--- src/design/clock_startup_pkg.sv ---
// Purpose: Shared constants and carrier types for the clock source and start-up control.
// Assumes: Fuse codes arrive in their stored form, where a one means unprogrammed.
// Notes:   All counts are in cycles of the clock that the respective phase watches.
package clock_startup_pkg;

   // Clock source select codes and decoded source kinds.
   localparam logic [3:0] SEL_EXTERNAL   = 4'h0;
   localparam logic [3:0] SEL_RESERVED   = 4'h1;
   localparam logic [3:0] SEL_CAL_RC     = 4'h2;
   localparam logic [3:0] SEL_RC_128K    = 4'h3;
   localparam logic [2:0] MODE_LP_LOWEST = 3'h4;

   typedef enum logic [2:0] {
      SRC_EXTERNAL  = 3'h0,
      SRC_RESERVED  = 3'h1,
      SRC_CAL_RC    = 3'h2,
      SRC_RC_128K   = 3'h3,
      SRC_LOW_FREQ  = 3'h4,
      SRC_FULL_SWNG = 3'h5,
      SRC_LOW_POWER = 3'h6
   } source_e;

   // Fuse word as it travels through the block.
   typedef struct packed {
      logic       divide_by_eight_fuse;
      logic [1:0] startup_time_fuses;
      logic [3:0] clock_source_select_fuses;
   } fuse_s;

   // Shipped fuse state: calibrated RC, start-up code 10, divide-by-eight programmed.
   localparam fuse_s FUSE_DEFAULT = '{1'b0, 2'h2, 4'h2};

   // Time-out lengths in watchdog oscillator cycles, and the fixed extra oscillator cycles.
   localparam int TOUT_NONE_CYCLES  = 0;
   localparam int TOUT_SHORT_CYCLES = 512;
   localparam int TOUT_LONG_CYCLES  = 8192;
   localparam int EXTRA_CK_CYCLES   = 14;

   // Stabilisation counts in oscillator cycles.
   localparam logic [15:0] STAB_EXT   = 16'h0006;
   localparam logic [15:0] STAB_258   = 16'h0102;
   localparam logic [15:0] STAB_1K    = 16'h0400;
   localparam logic [15:0] STAB_16K   = 16'h4000;
   localparam logic [15:0] STAB_32K   = 16'h8000;

   // Last prescaler count, giving a ratio of eight when divide-by-eight is programmed.
   localparam logic [2:0] DIV8_LAST = 3'h7;

   // Register indices on the plain register port.
   localparam logic [1:0] REG_CLOCK_GATE = 2'h0;
   localparam logic [1:0] REG_POWER_CTRL = 2'h1;
   localparam logic [1:0] REG_STATUS     = 2'h2;
   localparam logic [1:0] REG_FUSE_VIEW  = 2'h3;

   // Gate register layout and its value after reset.
   localparam int GATE_CORE   = 0;
   localparam int GATE_PERIPH = 1;
   localparam int GATE_FLASH  = 2;
   localparam int GATE_ASYNC  = 3;
   localparam int GATE_CONV   = 4;
   localparam logic [4:0] GATE_RESET = 5'h1f;

   // Power control bits.
   localparam int PWR_SLEEP     = 0;
   localparam int PWR_CLEAR_INT = 1;

endpackage

--- src/design/clock_source_startup_control.sv ---
// Purpose: Fuse-driven clock source decode, reset time-out, oscillator stabilisation and
//          per-domain clock enables for a small microcontroller.
// Assumes: CLK is 50 MHz and faster than every oscillator pin it samples.
// Notes:   Domain clocks are one-cycle enables of CLK, so gating them cannot glitch.
//
// Function
// - Core enable halted stops core work.
// - Peripheral enable; async interrupt latch always works.
// - Flash enable follows the core enable.
// - Async timer paced by its own oscillator.
// - Converter enable stays on while others halt.
// - Decode four-bit clock source select field.
// - Fuse one means unprogrammed, zero programmed.
// - Default fuses: calibrated RC, divide by eight.
// - Hold internal reset for watchdog-timed delay.
// - Time-out of 0, 512 or 8192 cycles.
// - Count oscillator cycles before releasing reset.
// - Stabilisation from 6 to 32K cycles.
// - Reset uses both phases, wake only stabilisation.
// - Low-power crystal mode from upper three bits.
// - Table for low select bit zero.
// - Table for low select bit one.
// - Divide-by-eight fuse divides system clock.
`timescale 1ns/1ps
module clock_source_startup_control
   import clock_startup_pkg::*;
#(
   parameter int TOUT_SHORT = TOUT_SHORT_CYCLES,
   parameter int TOUT_LONG  = TOUT_LONG_CYCLES
) (
   // Clock and reset.
   input  wire logic       CLK,
   input  wire logic       RST_N,
   // Oscillator and event pins, all asynchronous to CLK.
   input  wire logic       SYS_OSC_IN,
   input  wire logic       WDT_OSC_IN,
   input  wire logic       ASY_OSC_IN,
   input  wire logic       WAKE_IN,
   input  wire logic       EXT_INT_IN,
   // Fuse pins in stored form.
   input  wire fuse_s      FUSE_IN,
   // Register port.
   input  wire logic [1:0] ADDR,
   input  wire logic [7:0] WR_DATA,
   input  wire logic       WR_EN,
   input  wire logic       RD_EN,
   output logic      [7:0] RD_DATA,
   // Reset and domain enables.
   output logic            INTERNAL_RESET_N,
   output logic            CORE_CLK_EN,
   output logic            PERIPH_CLK_EN,
   output logic            FLASH_CLK_EN,
   output logic            ASYNC_CLK_EN,
   output logic            CONV_CLK_EN,
   // Status.
   output logic            ASYNC_INT_PENDING,
   output logic      [1:0] OSC_RANGE
);

   // Start-up sequencer states, Gray coded along reset to run.
   typedef enum logic [2:0] {
      ST_CAPTURE = 3'b000,
      ST_TIMEOUT = 3'b001,
      ST_EXTRA   = 3'b011,
      ST_STAB    = 3'b010,
      ST_RUN     = 3'b110,
      ST_SLEEP   = 3'b111
   } phase_e;

   localparam int NPIN = 12;

   logic [NPIN-1:0] pin_meta;      // First synchroniser stage, read only by the second.
   logic [NPIN-1:0] pin_sync;      // Second synchroniser stage.
   logic [2:0]      osc_prev;      // Delayed copies for edge detection.
   logic            sys_edge;      // Rising edge of the selected oscillator.
   logic            wdt_edge;      // Rising edge of the watchdog oscillator.
   logic            asy_edge;      // Rising edge of the async timer oscillator.
   logic            wake_sync;     // Wake request level.
   logic            int_sync;      // External interrupt level.
   fuse_s           fuse_sync;     // Synchronised fuse pins.
   fuse_s           fuse;          // Fuses caught after reset release.
   phase_e          phase;         // Sequencer state.
   logic [15:0]     count;         // Phase cycle counter.
   source_e         source;        // Decoded clock source.
   logic [15:0]     stab_cycles;   // Stabilisation length.
   logic [13:0]     tout_cycles;   // Time-out length in watchdog cycles.
   logic [2:0]      div_count;     // System clock prescaler.
   logic            sys_tick;      // One pulse per system clock period.
   logic [4:0]      gate;          // Per-domain gate bits.
   logic            run;           // Core side may run.
   logic            sleep_req;     // Software asks for power-down.
   logic            int_prev;      // Previous interrupt level for edge capture.
   logic            int_clear;     // Software clears the interrupt flag.

   // Pins pass two flops; fuses are pins too, caught only once stable.
   always_ff @(posedge CLK or negedge RST_N) begin
      if (!RST_N) begin
         pin_meta <= '0;
         pin_sync <= '0;
         osc_prev <= '0;
      end else begin
         pin_meta <= {EXT_INT_IN, WAKE_IN, ASY_OSC_IN, WDT_OSC_IN, SYS_OSC_IN, FUSE_IN};
         pin_sync <= pin_meta;
         osc_prev <= pin_sync[9:7];
      end
   end

   assign fuse_sync = pin_sync[6:0];
   assign sys_edge  = pin_sync[7] & ~osc_prev[0];
   assign wdt_edge  = pin_sync[8] & ~osc_prev[1];
   assign asy_edge  = pin_sync[9] & ~osc_prev[2];
   assign wake_sync = pin_sync[10];
   assign int_sync  = pin_sync[11];

   // Source decode by the four select bits; reserved falls back to external timing.
   always_comb begin
      unique casez (fuse.clock_source_select_fuses)
         4'b1???: source = SRC_LOW_POWER;
         4'b011?: source = SRC_FULL_SWNG;
         4'b010?: source = SRC_LOW_FREQ;
         SEL_RC_128K:  source = SRC_RC_128K;
         SEL_CAL_RC:   source = SRC_CAL_RC;
         SEL_RESERVED: source = SRC_RESERVED;
         default:      source = SRC_EXTERNAL;
      endcase
   end

   // Stabilisation and time-out lengths from the select low bit and start-up code.
   always_comb begin
      stab_cycles = STAB_EXT;
      tout_cycles = 14'(TOUT_LONG);
      unique case ({fuse.clock_source_select_fuses[0], fuse.startup_time_fuses})
         3'b000: tout_cycles = 14'(TOUT_SHORT);
         3'b001: tout_cycles = 14'(TOUT_LONG);
         3'b010: tout_cycles = 14'(TOUT_NONE_CYCLES);
         3'b011: tout_cycles = 14'(TOUT_SHORT);
         3'b100: tout_cycles = 14'(TOUT_LONG);
         3'b101: tout_cycles = 14'(TOUT_NONE_CYCLES);
         3'b110: tout_cycles = 14'(TOUT_SHORT);
         3'b111: tout_cycles = 14'(TOUT_LONG);
      endcase
      if (source == SRC_LOW_POWER || source == SRC_FULL_SWNG) begin
         unique case ({fuse.clock_source_select_fuses[0], fuse.startup_time_fuses})
            3'b000, 3'b001: stab_cycles = STAB_258;
            3'b010, 3'b011: stab_cycles = STAB_1K;
            3'b100:         stab_cycles = STAB_1K;
            default:        stab_cycles = STAB_16K;
         endcase
      end else if (source == SRC_LOW_FREQ) begin
         // Low-frequency crystal: 1K or 32K, time-out by start-up code.
         stab_cycles = fuse.clock_source_select_fuses[0] ? STAB_32K : STAB_1K;
         unique case (fuse.startup_time_fuses)
            2'h0:    tout_cycles = 14'(TOUT_NONE_CYCLES);
            2'h1:    tout_cycles = 14'(TOUT_SHORT);
            default: tout_cycles = 14'(TOUT_LONG);           // Reserved code takes longest.
         endcase
      end else begin
         // External and RC sources: shortest stabilisation, code picks time-out.
         unique case (fuse.startup_time_fuses)
            2'h0:    tout_cycles = 14'(TOUT_NONE_CYCLES);
            2'h1:    tout_cycles = 14'(TOUT_SHORT);
            default: tout_cycles = 14'(TOUT_LONG);
         endcase
      end
   end

   // Start-up sequencer: catch fuses, time out, add 14 cycles, stabilise, run, sleep.
   always_ff @(posedge CLK or negedge RST_N) begin
      if (!RST_N) begin
         phase <= ST_CAPTURE;
         count <= '0;
         fuse  <= FUSE_DEFAULT;
      end else begin
         unique case (phase)
            ST_CAPTURE: begin
               // Fuses are caught after release, so the strap is never an async load.
               // The synchroniser was cleared by reset, so wait until it holds the pins.
               if (count[1:0] == 2'h2) begin
                  fuse  <= fuse_sync;
                  count <= '0;
                  phase <= ST_TIMEOUT;
               end else begin
                  count <= count + 16'h0001;
               end
            end
            ST_TIMEOUT: begin
               // Zero-length time-out skips straight on; a brown-out monitor must cover it.
               if (count[13:0] >= tout_cycles) begin
                  count <= '0;
                  phase <= ST_EXTRA;
               end else if (wdt_edge) begin
                  count <= count + 16'h0001;
               end
            end
            ST_EXTRA: begin
               if (count >= 16'(EXTRA_CK_CYCLES)) begin
                  count <= '0;
                  phase <= ST_STAB;
               end else if (sys_edge) begin
                  count <= count + 16'h0001;
               end
            end
            ST_STAB: begin
               if (sys_edge && count == stab_cycles - 16'h0001) begin
                  count <= '0;
                  phase <= ST_RUN;
               end else if (sys_edge) begin
                  count <= count + 16'h0001;
               end
            end
            ST_RUN: begin
               if (sleep_req) begin
                  phase <= ST_SLEEP;
               end
            end
            ST_SLEEP: begin
               // Wake skips the time-out: supply is assumed still good.
               if (wake_sync) begin
                  count <= '0;
                  phase <= ST_STAB;
               end
            end
            default: phase <= ST_CAPTURE;
         endcase
      end
   end

   assign run = (phase == ST_RUN);

   // System clock prescaler; a stored zero means divide-by-eight is programmed.
   always_ff @(posedge CLK or negedge RST_N) begin
      if (!RST_N) begin
         div_count <= '0;
      end else if (sys_edge) begin
         div_count <= (div_count == DIV8_LAST) ? 3'h0 : div_count + 3'h1;
      end
   end

   assign sys_tick = sys_edge & (fuse.divide_by_eight_fuse |
                                 (div_count == DIV8_LAST));

   // Register writes: gate bits and power control.
   always_ff @(posedge CLK or negedge RST_N) begin
      if (!RST_N) begin
         gate      <= GATE_RESET;
         sleep_req <= 1'b0;
         int_clear <= 1'b0;
      end else begin
         sleep_req <= WR_EN && ADDR == REG_POWER_CTRL && WR_DATA[PWR_SLEEP];
         int_clear <= WR_EN && ADDR == REG_POWER_CTRL && WR_DATA[PWR_CLEAR_INT];
         if (WR_EN && ADDR == REG_CLOCK_GATE) begin
            gate <= WR_DATA[4:0];
         end
      end
   end

   // Domain enables; each has its own gate bit, pulses last one CLK cycle.
   always_ff @(posedge CLK or negedge RST_N) begin
      if (!RST_N) begin
         CORE_CLK_EN   <= 1'b0;
         PERIPH_CLK_EN <= 1'b0;
         FLASH_CLK_EN  <= 1'b0;
         ASYNC_CLK_EN  <= 1'b0;
         CONV_CLK_EN   <= 1'b0;
      end else begin
         CORE_CLK_EN   <= sys_tick & run & gate[GATE_CORE];
         PERIPH_CLK_EN <= sys_tick & run & gate[GATE_PERIPH];
         FLASH_CLK_EN  <= sys_tick & run & gate[GATE_CORE] & gate[GATE_FLASH];
         // The async timer ignores sleep so it can keep real time.
         ASYNC_CLK_EN  <= asy_edge & gate[GATE_ASYNC];
         // Converter runs in sleep too, the point of a quiet conversion.
         CONV_CLK_EN   <= sys_tick & (run | phase == ST_SLEEP) & gate[GATE_CONV];
      end
   end

   // Async interrupt capture works without the peripheral enable; set beats clear.
   always_ff @(posedge CLK or negedge RST_N) begin
      if (!RST_N) begin
         int_prev          <= 1'b0;
         ASYNC_INT_PENDING <= 1'b0;
      end else begin
         int_prev <= int_sync;
         if (int_sync && !int_prev) begin
            ASYNC_INT_PENDING <= 1'b1;
         end else if (int_clear) begin
            ASYNC_INT_PENDING <= 1'b0;
         end
      end
   end

   // Internal reset and oscillator range outputs.
   always_ff @(posedge CLK or negedge RST_N) begin
      if (!RST_N) begin
         INTERNAL_RESET_N <= 1'b0;
         OSC_RANGE        <= 2'h0;
      end else begin
         INTERNAL_RESET_N <= (phase == ST_RUN) | (phase == ST_SLEEP);
         // Range 0 is the lowest mode; fit it only with ceramic resonators.
         OSC_RANGE <= (source == SRC_LOW_POWER) ?
                      2'(fuse.clock_source_select_fuses[3:1] - MODE_LP_LOWEST) :
                      2'h0;
      end
   end

   // Read data stand in the cycle after the strobe and return to zero after.
   always_ff @(posedge CLK or negedge RST_N) begin
      if (!RST_N) begin
         RD_DATA <= '0;
      end else if (RD_EN) begin
         unique case (ADDR)
            REG_CLOCK_GATE: RD_DATA <= {3'h0, gate};
            REG_POWER_CTRL: RD_DATA <= 8'h00;
            REG_STATUS:     RD_DATA <= {ASYNC_INT_PENDING, source, 1'b0, phase};
            REG_FUSE_VIEW:  RD_DATA <= {1'b0, fuse};
         endcase
      end else begin
         RD_DATA <= '0;
      end
   end

endmodule

--- config.mk ---
export PLATFORM = sky130hd
export DESIGN_NAME = clock_source_startup_control
export DESIGN_NICKNAME = d
export VERILOG_FILES = /design/src/design/clock_startup_pkg.sv /design/src/design/clock_source_startup_control.sv
export SDC_FILE = /design/constraint.sdc
export NUM_CORES = 1
export LEC_CHECK = 0
export BUFFER_PORTS_ARGS = -buffer_cell sky130_fd_sc_hd__buf_2
export CAP_MARGIN = 20
export CELL_PAD_IN_SITES_DETAIL_PLACEMENT = 0
export CELL_PAD_IN_SITES_GLOBAL_PLACEMENT = 2
export CORE_MARGIN = 2
export CORE_UTILIZATION = 34
export CTS_BUF_LIST = sky130_fd_sc_hd__clkbuf_16
export DETAILED_ROUTE_END_ITERATION = 7
export PLACE_DENSITY_LB_ADDON = 0.1
export SKIP_CTS_REPAIR_TIMING = 1
export SYNTH_ARGS = -nofsm -noshare
export SYNTH_HDL_FRONTEND = slang
export SYNTH_SLANG_ARGS = --single-unit
--- constraint.sdc ---
create_clock -name CLK -period 3.3 [get_ports CLK]
set_clock_uncertainty 0.2 [all_clocks]
set_input_delay 0 -clock CLK [delete_from_list [all_inputs] [get_ports CLK]]
set_output_delay 0 -clock CLK [all_outputs]
set_load 0.01 [all_outputs]
# After elaboration in Yosys (flattened, before gate mapping)
# Memory sizes are Yosys's and may differ from the RTL's.
# Index checks and enable logic that the tools add are counted.
totals:
  reg_bits: 81
  rom_bits: 16
  input_bits: 26
  output_inout_bits: 17
  word_cells: 123
  n_memories: 1
op_classes:
  add_sub_neg: 4
  n_lt_le_gt_ge: 2
  eq_ne: 31
  muxes: 28
  bitwise: 16
  n_reduce_logical: 19
memory_table:
  columns: ["name", "words", "word_bits", "read_ports", "rd_clocked_by_memory_dff", "write_ports", "line_no", "rtl"]
  rows:
  - ["(no name shown)", 8, 2, 1, 0, 0, "clock_source_startup_control.sv:132", "unique case ({fuse.clock_source_select_fuses[0], fuse.startup_time_fuses})"]
ops:
  columns: ["cell", "n"]
  rows:
  - ["$mux 16", 10]
  - ["$pmux 16 s5", 1]
  - ["$pmux 3 s6", 2]
  - ["$pmux 8 s4", 1]
  - ["$pmux 15 s2", 1]
  - ["$pmux 14 s2", 1]
  - ["$eq 3x3->1 const B", 7]
  - ["$mux 3", 7]
  - ["$eq 3x2->1 const B", 6]
  - ["$add 16x1->16 const B", 1]
  - ["$eq 16x16->1", 1]
  - ["$ge 16x4->1 const B", 1]
  - ["$sub 16x1->16 const B", 1]
  - ["$ge 14x14->1", 1]
  - ["$mux 14", 1]
  - ["$and 1x1->1", 11]
  - ["$ne 2x2->1 const B", 5]
  - ["$eq 4x2->1 const B", 2]
  - ["$mux 8", 1]
  - ["$eq 2x2->1 const B", 3]
  - ["$eq 3x1->1 const B", 2]
  - ["$logic_and 1x1->1", 6]
  - ["$logic_not 3->1", 2]
  - ["$reduce_and 6->1", 1]
  - ["other kinds (19)", 25]

# Longest topological paths before layout
depth:
  depth_word: 10
  mapped_depth: 15
  mapped_depth_nobuf: 14

# Least setup slack after synthesis
# No wires, ideal clock.
synth_timing:
  kind: "register -> register"
  from: "reg fuse[5] in the netlist's numbering"
  to: "reg count[12]"
  setup_time_ps: 99
  arrival_ps: 2956
  required_time_ps: 3001
  setup_slack_ps: 44
  stages_incl_launch_ff: 15
  path_buffers: 2
  period_less_slack_ps: 3256
  cell_sequence: "dfstp_2 > inv_1 > ha_1 > nor2_1 > a21oi_1 > a21oi_1 > ha_1 > nor4b_1 > o31ai_1 > a2111oi_2 > a22o_1 > buf_6 > and2b_1 > buf_4 > a311oi_1"
synth_via:
  elab_chain_cells: 9
  elab_cells_between_ends: 23
  classes_between: "1 x add/sub; 1 x order compare; 7 x eq/ne; 7 x mux; 6 x reduce/logical; 1 x memory"
synth_rtl:
  columns: ["element", "line_no", "rtl"]
  rows:
  - ["start: declaration", "clock_source_startup_control.sv:81", "fuse_s fuse;"]
  - ["start signal: assignment", "clock_source_startup_control.sv:179", "fuse <= fuse_sync;"]
  - ["$eq 3x3->1 (tied with other cells)", "clock_source_startup_control.sv:143", "unique case ({fuse.clock_source_select_fuses[0], fuse.startup_time_fuses})"]
  - ["$reduce_or 3->1 (no line) or $reduce_or 2->1 (tied branches)", null, null]
  - ["$pmux 15 s2", "clock_source_startup_control.sv:143", null]
  - ["$mux 16", "clock_source_startup_control.sv:142", "if (source == SRC_LOW_POWER || source == SRC_FULL_SWNG) begin"]
  - ["$sub 16x1->16", "clock_source_startup_control.sv:204", "if (sys_edge && count == stab_cycles - 16'h0001) begin"]
  - ["$eq 16x16->1", "clock_source_startup_control.sv:204", null]
  - ["$logic_and 1x1->1", "clock_source_startup_control.sv:204", null]
  - ["$mux 16", "clock_source_startup_control.sv:204", null]
  - ["$pmux 16 s5", "clock_source_startup_control.sv:174", "unique case (phase)"]
  - ["end signal: assignment", "clock_source_startup_control.sv:183", "count <= count + 16'h0001;"]
  - ["end signal: assignment", "clock_source_startup_control.sv:200", "count <= count + 16'h0001;"]
  - ["end signal: assignment", "clock_source_startup_control.sv:208", "count <= count + 16'h0001;"]
  - ["end: declaration", "clock_source_startup_control.sv:83", "logic [15:0] count;"]
# Several ways; a longest one is shown, not always the timed one.
# A chain may end at the register's enable or synchronous reset.

# Worst setup path after layout
layout_timing:
  from: "reg fuse[5] in the netlist's numbering"
  to: "reg count[11]"
# Same word-level chain as after synthesis.

==> metrics <==
vias post-DR=2824; Rows=37; final antenna-violating net count=0; worst path arrival time=3.48 ns; Final setup viols=13; Worst-Margin Slew=0.761 ns; Num CTS Buffers=9; IO Port Bufs=39; worst setup margin=-0.117 ns; Max Fanout on Critical Path=6; die height=108 µm; initial antenna violation count=0; max cap viols=0; fmax=293 MHz; kind of start point of the critical path=flop; Placer Congestion=0.785; sequential area share after synthesis=55.4%; global-route wire length before repair=14.3 mm; first-pass iteration count of the detailed router=4; Worst-path clk slew=0.06 ns; DP HPWL=5.83 mm; Avg Inst Size Synth=11.0 µm²; critical path endpoint category=flop; TNS Setup=-0.734 ns; clock network latency to the later pin of the worst-skew pair=0.34 ns; Pins Over Slew Limit=0; Crit-path slowest cell=dfstp_2; Die ar.=11700 µm²; TritonCTS clock tree=built; max_slew headroom=48.7%; most used cell, CP=a21oi_2; PD cells=762 nW/µm²; CTS Sinks=81; drt first-iter violations=77; status=complete, but fails checks; Max IR drop VDD=0.353 mV; Async SR Flop Fraction=100%; fill count=984; Final #Nets=466; Synth Flop Type=dfrtp_1; critical path required time=3.36 ns; Final Hold Viols=0; Seq cells post-synth=81; number of synthesized flops with an enable pin=0; clock tree buffer depth=2; root buf cell=clkbuf_16; warnings from Yosys=0; Mapped Area=3670 µm²; Crit Path Class=reg2reg; gr usage total=16.0%; crit path time final=3.42 ns; failing checks=negative setup slack; DR DRC count=0; RSZ-0062 raised after global routing=true; die width=108 µm; multi-input logic area=1660 µm²; core area=10400 µm²; synthesized instance count=334; Leak=0.00224 µW; layout cells sized above 1=32.6%; Final Cycle Share=104%; DR WL/cell=15.9 µm; initial core utilization=35.3%; grt ovf=0; vias per inst=4.97; Synthesized Nets=373; number of global-route vias before repair=2719; R2R depth=15; # IOs=43; register area=2040 µm²; crit-path cells=inv_2, ha_4, nor2_2, a21oi_2, a21oi_2, ha_1, nand4bb_1, o31ai_2, a2111oi_4, buf_4, a22o_1, buf_6, a21o_1, or3_1, a21oi_2; Max H-tree Level=3; Hold/Removal Path Class=in2async; Distinct cells, synth=61; n_diodes=0; Max stage delay on crit path=0.54 ns; final wirelength=9.02 mm; largest net degree at the start of global routing=82; Fin Hold WS=0.00780 ns; Area Growth Syn to Fin=35.8%
## Yosys cell counts, types with 5 or more instances
library cell	instances	share of area, %
ha_1	13	4.4
o21ai_0	17	2.3
nand4_1	5	0.85
a311oi_1	6	1.4
clkbuf_1	9	0.92
mux2_2	12	3.7
dfstp_2	7	5.0
and2_1	5	0.85
dfrtp_1	74	50
nand2_1	27	2.8
nand3_1	7	0.95
and3_1	5	0.85
nor3_1	5	0.68
nor2b_1	8	1.4
a22oi_1	6	1.2
nor2_1	16	1.6
a21oi_1	20	2.7
inv_1	20	2.0
## placed cells by master, fill, tap and decap left out, drive strengths merged, types with 5 or more instances in the layout
cell	Yosys	layout
a21o	5	5
a21oi	25	26
a22oi	6	6
a311oi	6	6
and2	5	5
and3	5	5
buf	5	68
clkbuf	9	10
dfrtp	74	74
dfstp	7	7
dlygate4sd3	0	26
ha	13	13
inv	20	23
mux2	12	12
nand2	27	27
nand3	7	7
nand4	5	5
nor2	16	16
nor2b	8	8
nor3	5	5
o21ai	17	17
## metal layers
| layer | wire (µm) | global-route usage (%) | up-vias |
|---|---|---|---|
| met5 | 0 | 0 | - |
| met4 | 120 | 4.95 | 0 |
| met3 | 258 | 3.92 | 12 |
| met2 | 4180 | 24.0 | 45 |
| met1 | 4460 | 22.9 | 1377 |
| li1 | - | - | 1390 |
## power breakdown
| group | switching [µW] | internal, µW | leakage, µW |
|---|---|---|---|
| clock | 427 | 516 | 0.000133 |
| combinational | 792 | 774 | 0.00110 |
| sequential | 132 | 1160 | 0.00100 |
| total | 1350 | 2450 | 0.00224 |
## sequential cells by signal, summed over array words and instances (netlist names), 2 cells and up
| name | flops |
|---|---|
| div_count | 3 |
| count | 16 |
| gate | 5 |
| fuse | 7 |
| pin_meta | 12 |
| RD_DATA | 8 |
| phase | 3 |
| pin_sync | 12 |
| osc_prev | 3 |
| OSC_RANGE | 2 |
## kinds of logic (layout without fill, tap and decap cells)
logic type,Yosys count,in the layout,synth area share (%)
xor+xnor,1,1,0.238
compound gates,83,84,15.6
flops,81,81,55.4
fa+ha+maj,13,13,4.43
mux,15,15,4.49
simple gates,107,107,16.0
buf+inv,34,131,3.85
## stage by stage
stage	total power, µW	setup WS, ns	cells	util (%)	cell area, µm²
finish	3800	-0.117	568	47.9	4990
global route	4070	-0.216	568	47.9	4990
CTS	3500	-0.174	534	42.7	4450
detailed placement	2540	-0.153	518	40.0	4170
global placement	2530	-0.159	518	40.0	4170
floorplan	2070	0.0444	334	-	3670
## critical path: cells and delay by family, from the launching register on
family                   cells  cell delay [ns]
AO/OA/AOI/OAI                7             1.22
flip-flops                   1             0.54
adder cells (fa/ha/maj)      2             0.54
AND/OR/NAND/NOR              3             0.48
buffers and inverters        3             0.36
## layout make-up
type / instances / area share (%)
multi-input cells: 220 / 33.3
flip-flops and latches: 81 / 40.8
inverters: 20 / 1.50
well taps: 136 / 3.41
repair buffers: 95 / 15.4
clock buffers: 9 / 4.51
clock inverters: 7 / 1.05
## final timing paths
kind                             start           to  slack (ns)
hold reg to reg            pin_meta[1]  pin_sync[1]        0.15
hold / removal                   RST_N     count[8]       0.008
max in group asynchronous        RST_N     count[7]        2.08
setup reg to reg               fuse[5]    count[11]       -0.12
setup / recovery               fuse[5]    count[11]       -0.12
min in group CLK            WDT_OSC_IN  pin_meta[8]        0.10
No activity file was read; power rests on OpenSTA's default activity.
